File: src/verilog/cmosr_pkg.sv
// Purpose: shared constants for the message object status register bank
// Assumes: 32 message objects, 16 flags per register word
// Notes: offsets are byte addresses on the register bus
package cmosr_pkg;
    localparam int NUM_OBJ = 32;
    localparam int FLAGS_PER_REG = 16;
    localparam logic [11:0] OFS_TX_PENDING_LOW = 12'h100;
    localparam logic [11:0] OFS_TX_PENDING_HIGH = 12'h104;
    localparam logic [11:0] OFS_FRESH_DATA_LOW = 12'h120;
    localparam logic [11:0] OFS_FRESH_DATA_HIGH = 12'h124;
    localparam logic [11:0] OFS_OBJ_IRQ_LOW = 12'h140;
    localparam logic [11:0] OFS_OBJ_IRQ_HIGH = 12'h144;
    localparam logic [11:0] OFS_EVT_STATUS = 12'h180;
    localparam logic [11:0] OFS_EVT_MASK = 12'h184;
    localparam logic [31:0] FLAG_RESET = 32'h00000000;
    localparam logic [2:0] EVT_RESET = 3'h0;
    localparam logic [5:0] IDENT_RESET = 6'h00;
    localparam int EVT_TX_DONE = 0;
    localparam int EVT_RX_DATA = 1;
    localparam int EVT_REMOTE = 2;
    localparam logic [1:0] RESP_OKAY = 2'h0;
    localparam logic [1:0] RESP_SLVERR = 2'h2;
endpackage

File: src/verilog/cmosr_status_regs.sv
// Purpose: read-only status view of 32 message objects over AXI4-Lite
// Assumes: handler and message interface logic on the same clock
// Notes: flag registers ignore bus writes; event status is write-one-to-clear
//
// Overview of operation
// - tx pending reads one until sent
// - flag registers read only, writes ignored
// - objects 17-32 tx pending at 0x104
// - fresh data set by software or handler
// - cleared fresh data stays zero until rewritten
// - fresh data at 0x120 and 0x124
// - irq flag set by software or handler
// - irq flag change updates interrupt identifier
// - irq flag one marks interrupt source
// - objects 1-16 irq flags at 0x140
// - remote frame sets, sent clears tx pending
// - objects 1-16 tx pending at 0x100
// - objects 17-32 irq flags at 0x144
`timescale 1ns/1ns
module cmosr_status_regs #(
    parameter int NUM_OBJ = cmosr_pkg::NUM_OBJ
) (
    input wire logic CORE_CLK,
    input wire logic RST,
    // message interface write into one object
    input wire logic IF_WRITE,
    input wire logic [4:0] IF_OBJ,
    input wire logic IF_TX_PENDING,
    input wire logic IF_FRESH_DATA,
    input wire logic IF_IRQ,
    // message handler events for one object
    input wire logic MH_REMOTE,
    input wire logic MH_RX_DATA,
    input wire logic MH_TX_DONE,
    input wire logic [4:0] MH_OBJ,
    input wire logic [NUM_OBJ-1:0] IRQ_ON_RX,
    input wire logic [NUM_OBJ-1:0] IRQ_ON_TX,
    // AXI4-Lite slave
    input wire logic [11:0] AWADDR,
    input wire logic AWVALID,
    output logic AWREADY,
    input wire logic [31:0] WDATA,
    input wire logic [3:0] WSTRB,
    input wire logic WVALID,
    output logic WREADY,
    output logic [1:0] BRESP,
    output logic BVALID,
    input wire logic BREADY,
    input wire logic [11:0] ARADDR,
    input wire logic ARVALID,
    output logic ARREADY,
    output logic [31:0] RDATA,
    output logic [1:0] RRESP,
    output logic RVALID,
    input wire logic RREADY,
    // status outputs
    output logic [5:0] INTERRUPT_IDENTIFIER,
    output logic IRQ
);
    logic [NUM_OBJ-1:0] tx_pending;
    logic [NUM_OBJ-1:0] fresh_data;
    logic [NUM_OBJ-1:0] irq_flag;
    logic [NUM_OBJ-1:0] irq_flag_prev_reg;
    logic [2:0] evt_status_reg;
    logic [2:0] evt_mask_reg;
    logic [11:0] aw_addr_reg;
    logic aw_have_reg;
    logic [31:0] w_data_reg;
    logic [3:0] w_strb_reg;
    logic w_have_reg;
    logic [5:0] ident_next;

    // per-object flag cells
    genvar g;
    generate
        for (g = 0; g < NUM_OBJ; g++) begin : g_obj
            cmosr_flag_bit u_flag (
                .clk(CORE_CLK),
                .rst(RST),
                .sw_write(IF_WRITE && (IF_OBJ == 5'(g))),
                .sw_tx_pending(IF_TX_PENDING),
                .sw_fresh_data(IF_FRESH_DATA),
                .sw_irq(IF_IRQ),
                .ev_remote(MH_REMOTE && (MH_OBJ == 5'(g))),
                .ev_rx_data(MH_RX_DATA && (MH_OBJ == 5'(g))),
                .ev_tx_done(MH_TX_DONE && (MH_OBJ == 5'(g))),
                .irq_on_rx(IRQ_ON_RX[g]),
                .irq_on_tx(IRQ_ON_TX[g]),
                .tx_pending(tx_pending[g]),
                .fresh_data(fresh_data[g]),
                .irq_flag(irq_flag[g])
            );
        end
    endgenerate

    // lowest pending object wins the identifier, zero means none
    always_comb begin
        ident_next = cmosr_pkg::IDENT_RESET;
        for (int i = NUM_OBJ - 1; i >= 0; i--) begin
            if (irq_flag[i]) begin
                ident_next = 6'(i + 1);
            end
        end
    end

    // identifier follows every flag change one cycle later
    always_ff @(posedge CORE_CLK) begin
        if (RST) begin
            INTERRUPT_IDENTIFIER <= cmosr_pkg::IDENT_RESET;
            irq_flag_prev_reg <= '0;
        end else begin
            irq_flag_prev_reg <= irq_flag;
            if (irq_flag != irq_flag_prev_reg || INTERRUPT_IDENTIFIER != ident_next) begin
                INTERRUPT_IDENTIFIER <= ident_next;
            end
        end
    end

    // register map lookup; upper half of flag words always zero
    function automatic logic [31:0] read_word(input logic [11:0] a);
        logic [31:0] w;
        w = 32'h00000000;
        unique case (a)
            cmosr_pkg::OFS_TX_PENDING_LOW: w[15:0] = tx_pending[15:0];
            cmosr_pkg::OFS_TX_PENDING_HIGH: w[15:0] = tx_pending[31:16];
            cmosr_pkg::OFS_FRESH_DATA_LOW: w[15:0] = fresh_data[15:0];
            cmosr_pkg::OFS_FRESH_DATA_HIGH: w[15:0] = fresh_data[31:16];
            cmosr_pkg::OFS_OBJ_IRQ_LOW: w[15:0] = irq_flag[15:0];
            cmosr_pkg::OFS_OBJ_IRQ_HIGH: w[15:0] = irq_flag[31:16];
            cmosr_pkg::OFS_EVT_STATUS: w[2:0] = evt_status_reg;
            cmosr_pkg::OFS_EVT_MASK: w[2:0] = evt_mask_reg;
            default: w = 32'h00000000;
        endcase
        return w;
    endfunction

    function automatic logic is_mapped(input logic [11:0] a);
        return (a == cmosr_pkg::OFS_TX_PENDING_LOW) || (a == cmosr_pkg::OFS_TX_PENDING_HIGH)
            || (a == cmosr_pkg::OFS_FRESH_DATA_LOW) || (a == cmosr_pkg::OFS_FRESH_DATA_HIGH)
            || (a == cmosr_pkg::OFS_OBJ_IRQ_LOW) || (a == cmosr_pkg::OFS_OBJ_IRQ_HIGH)
            || (a == cmosr_pkg::OFS_EVT_STATUS) || (a == cmosr_pkg::OFS_EVT_MASK);
    endfunction

    wire wr_go = aw_have_reg && w_have_reg && !BVALID;
    wire wr_status = wr_go && (aw_addr_reg == cmosr_pkg::OFS_EVT_STATUS) && w_strb_reg[0];
    wire wr_mask = wr_go && (aw_addr_reg == cmosr_pkg::OFS_EVT_MASK) && w_strb_reg[0];

    // write address and data captured independently, in either order
    always_ff @(posedge CORE_CLK) begin
        if (RST) begin
            AWREADY <= 1'b1;
            WREADY <= 1'b1;
            aw_have_reg <= 1'b0;
            w_have_reg <= 1'b0;
            aw_addr_reg <= 12'h000;
            w_data_reg <= 32'h00000000;
            w_strb_reg <= 4'h0;
        end else begin
            if (AWVALID && AWREADY) begin
                aw_addr_reg <= {AWADDR[11:2], 2'b00};
                aw_have_reg <= 1'b1;
                AWREADY <= 1'b0;
            end else if (wr_go) begin
                aw_have_reg <= 1'b0;
            end
            if (WVALID && WREADY) begin
                w_data_reg <= WDATA;
                w_strb_reg <= WSTRB;
                w_have_reg <= 1'b1;
                WREADY <= 1'b0;
            end else if (wr_go) begin
                w_have_reg <= 1'b0;
            end
            if (BVALID && BREADY) begin
                AWREADY <= 1'b1;
                WREADY <= 1'b1;
            end
        end
    end

    // write response; flag registers accept writes but never change
    always_ff @(posedge CORE_CLK) begin
        if (RST) begin
            BVALID <= 1'b0;
            BRESP <= cmosr_pkg::RESP_OKAY;
        end else if (wr_go) begin
            BVALID <= 1'b1;
            BRESP <= is_mapped(aw_addr_reg) ? cmosr_pkg::RESP_OKAY : cmosr_pkg::RESP_SLVERR;
        end else if (BVALID && BREADY) begin
            BVALID <= 1'b0;
        end
    end

    // read channel; reading alters nothing
    always_ff @(posedge CORE_CLK) begin
        if (RST) begin
            ARREADY <= 1'b1;
            RVALID <= 1'b0;
            RDATA <= 32'h00000000;
            RRESP <= cmosr_pkg::RESP_OKAY;
        end else if (ARVALID && ARREADY) begin
            ARREADY <= 1'b0;
            RVALID <= 1'b1;
            RDATA <= read_word({ARADDR[11:2], 2'b00});
            RRESP <= is_mapped({ARADDR[11:2], 2'b00}) ? cmosr_pkg::RESP_OKAY
                                                       : cmosr_pkg::RESP_SLVERR;
        end else if (RVALID && RREADY) begin
            RVALID <= 1'b0;
            ARREADY <= 1'b1;
        end
    end

    // event mask written by software
    always_ff @(posedge CORE_CLK) begin
        if (RST) begin
            evt_mask_reg <= cmosr_pkg::EVT_RESET;
        end else if (wr_mask) begin
            evt_mask_reg <= w_data_reg[2:0];
        end
    end

    // sticky events; a new event beats a same-cycle clear
    always_ff @(posedge CORE_CLK) begin
        if (RST) begin
            evt_status_reg <= cmosr_pkg::EVT_RESET;
        end else begin
            evt_status_reg <= (evt_status_reg & ~(wr_status ? w_data_reg[2:0] : 3'h0))
                | {MH_REMOTE, MH_RX_DATA, MH_TX_DONE};
        end
    end

    // registered level interrupt
    always_ff @(posedge CORE_CLK) begin
        if (RST) begin
            IRQ <= 1'b0;
        end else begin
            IRQ <= |(evt_status_reg & evt_mask_reg);
        end
    end
endmodule // cmosr_status_regs

File: src/verilog/cmosr_flag_bit.sv
// Purpose: one message object's three status flags
// Assumes: handler events and interface writes are one-cycle pulses
// Notes: handler events take priority over software writes in the same cycle
`timescale 1ns/1ns
module cmosr_flag_bit (
    input wire logic clk,
    input wire logic rst,
    input wire logic sw_write,
    input wire logic sw_tx_pending,
    input wire logic sw_fresh_data,
    input wire logic sw_irq,
    input wire logic ev_remote,
    input wire logic ev_rx_data,
    input wire logic ev_tx_done,
    input wire logic irq_on_rx,
    input wire logic irq_on_tx,
    output logic tx_pending,
    output logic fresh_data,
    output logic irq_flag
);
    // transmit pending: remote frame sets, completed send clears
    always_ff @(posedge clk) begin
        if (rst) begin
            tx_pending <= 1'b0;
        end else if (ev_remote) begin
            tx_pending <= 1'b1;
        end else if (ev_tx_done) begin
            tx_pending <= 1'b0;
        end else if (sw_write) begin
            tx_pending <= sw_tx_pending;
        end
    end

    // fresh data: set whenever the data portion is written, held until cleared
    always_ff @(posedge clk) begin
        if (rst) begin
            fresh_data <= 1'b0;
        end else if (ev_rx_data) begin
            fresh_data <= 1'b1;
        end else if (ev_tx_done) begin
            fresh_data <= 1'b0;
        end else if (sw_write) begin
            fresh_data <= sw_fresh_data;
        end
    end

    // interrupt pending: set by handler per object enables, software may clear
    always_ff @(posedge clk) begin
        if (rst) begin
            irq_flag <= 1'b0;
        end else if ((ev_rx_data && irq_on_rx) || (ev_tx_done && irq_on_tx)) begin
            irq_flag <= 1'b1;
        end else if (sw_write) begin
            irq_flag <= sw_irq;
        end
    end
endmodule // cmosr_flag_bit

File: config.mk
export PLATFORM = sky130hd
export DESIGN_NAME = cmosr_status_regs
export DESIGN_NICKNAME = d
export VERILOG_FILES = /design/src/verilog/cmosr_pkg.sv /design/src/verilog/cmosr_status_regs.sv /design/src/verilog/cmosr_flag_bit.sv
export SDC_FILE = /design/constraint.sdc
export NUM_CORES = 1
export LEC_CHECK = 0
export ABC_AREA = 1
export BUFFER_PORTS_ARGS = -buffer_cell sky130_fd_sc_hd__buf_2
export CORE_MARGIN = 5
export CORE_UTILIZATION = 39
export CTS_CLUSTER_SIZE = 12
export DETAILED_ROUTE_END_ITERATION = 10
export SKIP_CTS_REPAIR_TIMING = 1
export SLEW_MARGIN = 15
export SYNTH_ARGS = -nofsm -noshare
export SYNTH_HDL_FRONTEND = slang
export SYNTH_HIERARCHICAL = 1
export SYNTH_SLANG_ARGS = --single-unit
File: constraint.sdc
create_clock -name CORE_CLK -period 2.7 [get_ports CORE_CLK]
set_input_delay 0.81 -clock CORE_CLK [delete_from_list [all_inputs] [get_ports CORE_CLK]]
set_output_delay 0.81 -clock CORE_CLK [all_outputs]
set_load 0.03 [all_outputs]
# Word level (Yosys, flattened, before mapping)
# Cells that the tools add are included.
op_classes:
  n_mul: 0
  n_mux: 302
  n_addsub: 0
  shift: 0
  eq_ne: 80
  div: 0
  bitwise_logic: 4
  reduce_logical: 355
  order_cmp: 0
ops:
  columns: ["op", "n"]
  rows:
  - ["$mux 1", 265]
  - ["$logic_and 1x1->1", 203]
  - ["$mux 6", 32]
  - ["$reduce_bool 3->1", 64]
  - ["$eq 10x7->1 const B", 16]
  - ["$eq 5x5->1 const B", 32]
  - ["$eq 5x4->1 const B", 16]
  - ["$pmux 13 s6", 1]
  - ["$reduce_bool 2->1", 36]
  - ["$logic_or 1x1->1", 47]
  - ["$eq 5x3->1 const B", 8]
  - ["$ne 32x32->1", 1]
  - ["$pmux 3 s8", 1]
  - ["$eq 5x2->1 const B", 4]
  - ["$eq 5x1->1 const B", 2]
  - ["$logic_not 5->1", 2]
  - ["$and 3x3->3", 2]
  - ["$ne 6x6->1", 1]
  - ["$mux 2", 2]
  - ["$mux 3", 1]
  - ["$not 3->3", 1]
  - ["$or 3x3->3", 1]
  - ["$reduce_or 3->1", 1]
  - ["$reduce_or 2->1", 1]
  - ["$logic_not 1->1", 1]
totals:
  latch_bits: 0
  ram_bits: 0
  memories: 0
  rom_bits: 0
  word_cells: 855
  reg_bits: 182

# Depth between registers and ports, before layout
logic_depth:
  word_depth: 34
  mapped_depth: 36

# Hierarchy
# Netlist, hierarchy kept.
by_module_without_submodules:
  columns: ["mod", "cells_per_inst", "area_per_inst_um2", "seq_area_each_um2", "n_inst"]
  rows:
  - ["cmosr_status_regs", 839, 5208.7, 1681.6, 1]
  - ["cmosr_flag_bit", 27, 155.1, 60.1, 32]

# Least setup slack after synthesis
# Ideal clock, no wire load.
synth_path:
  path_kind: "input-to-reg"
  startpoint: "input ARADDR[3]"
  endpoint: "register RDATA[2]"
  arrival_time_ns: 2.359
  required_time_ns: 2.630
  setup_slack_ns: 0.270
  path_stages: 13
  path_cell_list: "nor3_1 -> inv_1 -> nor2_1 -> inv_1 -> nor2_1 -> inv_1 -> nor2_1 -> inv_1 -> o32ai_1 -> a221oi_1 -> nand2_1 -> nand2_1 -> a21oi_1"
synth_between:
  elab_chain_len: 2
  word_cells_on_any_way: 9
synth_lines:
  columns: ["item", "line_no", "source"]
  rows:
  - ["start, declared", "cmosr_status_regs.sv:49", "input wire logic [11:0] ARADDR,"]
  - ["$eq 10x7->1", "cmosr_status_regs.sv:123", "unique case (a)"]
  - ["$pmux 3 s8 *", "cmosr_status_regs.sv:123", null]
  - ["end signal, assigned", "cmosr_status_regs.sv:204", "RDATA <= read_word({ARADDR[11:2], 2'b00});"]
  - ["end, declared", "cmosr_status_regs.sv:52", "output logic [31:0] RDATA,"]
# Mark *: on every way between the ends. The rest lies on a longest branch, timed or not.
# A chain may end at the register's enable or synchronous reset.

# Worst setup path after layout
layout_path:
  startpoint: "register g_obj[21].u_flag.irq_flag"
  endpoint: "register INTERRUPT_IDENTIFIER[5]"
layout_between:
  elab_chain_len: 24
  word_cells_on_any_way: 25
layout_lines:
  columns: ["item", "line_no", "source"]
  rows:
  - ["start, declared", "cmosr_flag_bit.sv:19", "output logic irq_flag"]
  - ["start signal, assigned", "cmosr_flag_bit.sv:54", "irq_flag <= sw_irq;"]
  - ["$mux 6 (22 in series)", "cmosr_status_regs.sv:100", "if (irq_flag[i]) begin"]
  - ["$ne 6x6->1", "cmosr_status_regs.sv:113", "if (irq_flag != irq_flag_prev_reg || INTERRUPT_IDENTIFIER != ident_next) begin"]
  - ["$logic_or 1x1->1", "cmosr_status_regs.sv:113", null]
  - ["end signal, assigned", "cmosr_status_regs.sv:109", "INTERRUPT_IDENTIFIER <= cmosr_pkg::IDENT_RESET;"]
  - ["end signal, assigned", "cmosr_status_regs.sv:114", "INTERRUPT_IDENTIFIER <= ident_next;"]
  - ["end, declared", "cmosr_status_regs.sv:57", "output logic [5:0] INTERRUPT_IDENTIFIER,"]
# Parallel ways exist; a longest one is shown, timed or not.

==> summary.md <==
| Metric | Value |
|---|---|
| Sequential Area | 3610 um^2 |
| Max_cap viols | 0 |
| Clock Skew | 11.2 ps |
| Ratio of final minimum period to clock period | between 90% and 100% |
| Fraction of final layout cells with drive strength greater than 1 | between 10% and 20% |
| Buffer levels on the longest clock path | 2 |
| Hold path start | g_obj[29].u_flag/irq_flag |
| Hold Path Class | reg -> reg |
| Arrival @ worst endpoint | 3030 ps |
| Hold depth | 2 |
| Worst-path fanout max | 4 |
| Clk sinks | 180 |
| Largest net degree at the start of global routing | 66 |
| PD cells | 515 nW/um^2 |
| Status | finished, final reports clean |
| RSZ-0062 raised after global routing | yes |
| Initial core utilization | between 30% and 40% |
| Leak | ~6 nW |
| Die height | roughly 170 um |
| Worst Setup End Kind | flip-flop |
| Ys flop type | dfxtp_1 |
| CTS buffer count | 17 |
| HPWL after DPL | roughly 26000 um |
| CTS tree | built |
| Global-route wire length before repair | roughly 54000 um |
| Nets | roughly 2000 |
| Final WS setup | a little over 50 ps |
| Final setup fails | 0 |
| Crit path kind | reg -> reg |
| Hold Fails Final Rpt | 0 |
| Slew margin rel. | 57.1% |
| Clk_lat worst skew | 440 ps |
| Yosys reg bits | between 150 and 200 |
| Post-Syn Instances | 1703 |
| Initial antenna violation count | 1 |
| RR Startpoint | g_obj[21].u_flag/irq_flag |
| Core Region | 25800 um^2 |
| Tightest Pin Transition | 643 ps |
| Sequential share of the synthesized area | 35.4% |
| Layout fillers | 2784 |
| Total track usage | 24.0% |
| # diodes | 0 |
| Row Count | 59 |
| R2R Setup Slk | about 51 ps |
| DR vias | roughly 11000 |
| Die W | between 150 and 200 um |
| Multi-input logic area | about 5000 um^2 |
| Post-synth EDFFs | 0 |
| Die ar. | slightly below 30000 um^2 |
| Dpl ws | approximately 53 ps |
| Async SR Flop Fraction | 0% |
| Post-synth cell types | 40 |
| Slew Limit Fails | 0 |
| Area grow syn2layout | 20.7% |
| TritonRoute pass-1 iters | 7 |
| RePlAce Congestion | 0.886 |
| Vias in the first global route | between 10000 and 15000 |
| Starting DRT DRC Count | approximately 900 |
| Clk slew on worst S/H paths | roughly 70 ps |
| IR drop worst, VDD | between 0.3 and 0.4 mV |
| Grt ovf | 0 |
| Final ANT Viol Nets | 0 |
| I/O Buffers | 141 |
| Worst setup SP type | flip-flop |
| Hold Slack | approximately 450 ps |
| H-tree levels | 4 |
| Syn. warnings | 6 |
| Most frequent cells in the layout | nand2_1, inv_1, nor2_1 |
| CP startpoint | g_obj[21].u_flag/irq_flag |
| R2R depth | 14 |
| Max Freq | roughly 380 MHz |
| Residual DRC | 0 |
| IO Pins | around 200 |
| Synthesized area | slightly above 10000 um^2 |
| Minimum clock period | 2650 ps |
| Synthesized area per cell | ~6.0 um^2 |
| Vias/cell | 4.89 |
| Root Driver | clkbuf_16 |
| Drt total wl | ~36000 um |
| Required time of the critical path | approximately 3100 ps |
| Commonest non-fill, non-tap cell in the layout | nand2_1 |
| Routed len/inst | 16.0 um |
==> report_power, final <==
group          switching, mW  total, mW  internal [mW]
clock                   1.14       2.53           1.39
sequential            0.0703       2.82           2.75
combinational          0.655      0.973          0.318
==> worst max-delay path: stages, from the launching register on <==
cell and delay, ps:
dfxtp_1 370, nor4_1 430, inv_1 150, nor2_1 190, inv_1 80, nor2_1 80, nand3_1 150, xnor2_1 160
nor4_1 290, o21ai_0 160, a21oi_2 170, nand3_4 100, nand2_2 70, nand2_2 50, nor2_2 100
==> cell type report <==
cell class / instances / area share [%]
Multi-Input combinational cell: 1131 / 41.3
Sequential cell: 180 / 29.4
Inverter: 361 / 11.2
Timing Repair Buffer: 203 / 10.1
Clock buffer: 20 / 3.64
Tap cell: 335 / 3.41
Clock inverter: 11 / 1.04
==> Yosys cell counts, drive strengths merged (9+ instances only) <==
cell type,instances,area share (%)
o21ai,47,2.3
clkbuf,17,0.63
inv,358,13
nor4,12,0.74
nand2,430,16
nor3,9,0.44
dfxtp,180,35
xor2,18,1.5
nor2,315,12
nand3,112,5.6
a21oi,107,5.3
a221oi,26,2.2
buf,31,1.9
==> path summary, 6_finish.rpt <==
check                             to
max          INTERRUPT_IDENTIFIER[5]
max reg2reg  INTERRUPT_IDENTIFIER[5]
min            irq_flag_prev_reg[29]
min reg2reg    irq_flag_prev_reg[29]
==> per-stage QoR <==
| stage | cell area, um^2 | total power, mW | util, % | TNS (ps) | cells |
|---|---|---|---|---|---|
| after floorplan | 10200 | 3.42 | - | 0 | 1720 |
| after global placement | 11600 | 3.81 | 45.0 | 0 | 2210 |
| after detailed placement | 11600 | 3.82 | 45.0 | 0 | 2210 |
| after CTS | 12200 | 6.31 | 47.3 | 0 | 2241 |
| after global routing | 12300 | 6.56 | 47.5 | -186 | 2241 |
| final | 12300 | 6.33 | 47.5 | 0 | 2241 |
==> cell families (layout without fill, tap and decap cells) <==
family	count (synthesis)	count (layout)	share of synthesized area, %
simple gates	890	890	35.1
buf+inv	409	595	16.0
compound gates	197	197	11.3
flops	180	180	35.4
xor+xnor	26	26	2.24
other cells	1	18	0.0369
==> per-layer routing <==
layer	share of wire, %	up-vias	track usage (%)
li1	-	5551	-
met1	45	4920	33.4
met4	2.5	0	7.89
met5	0	-	0
met3	7.9	64	3.36
met2	44	428	38.6
No activity file was read; power rests on OpenSTA's default activity.
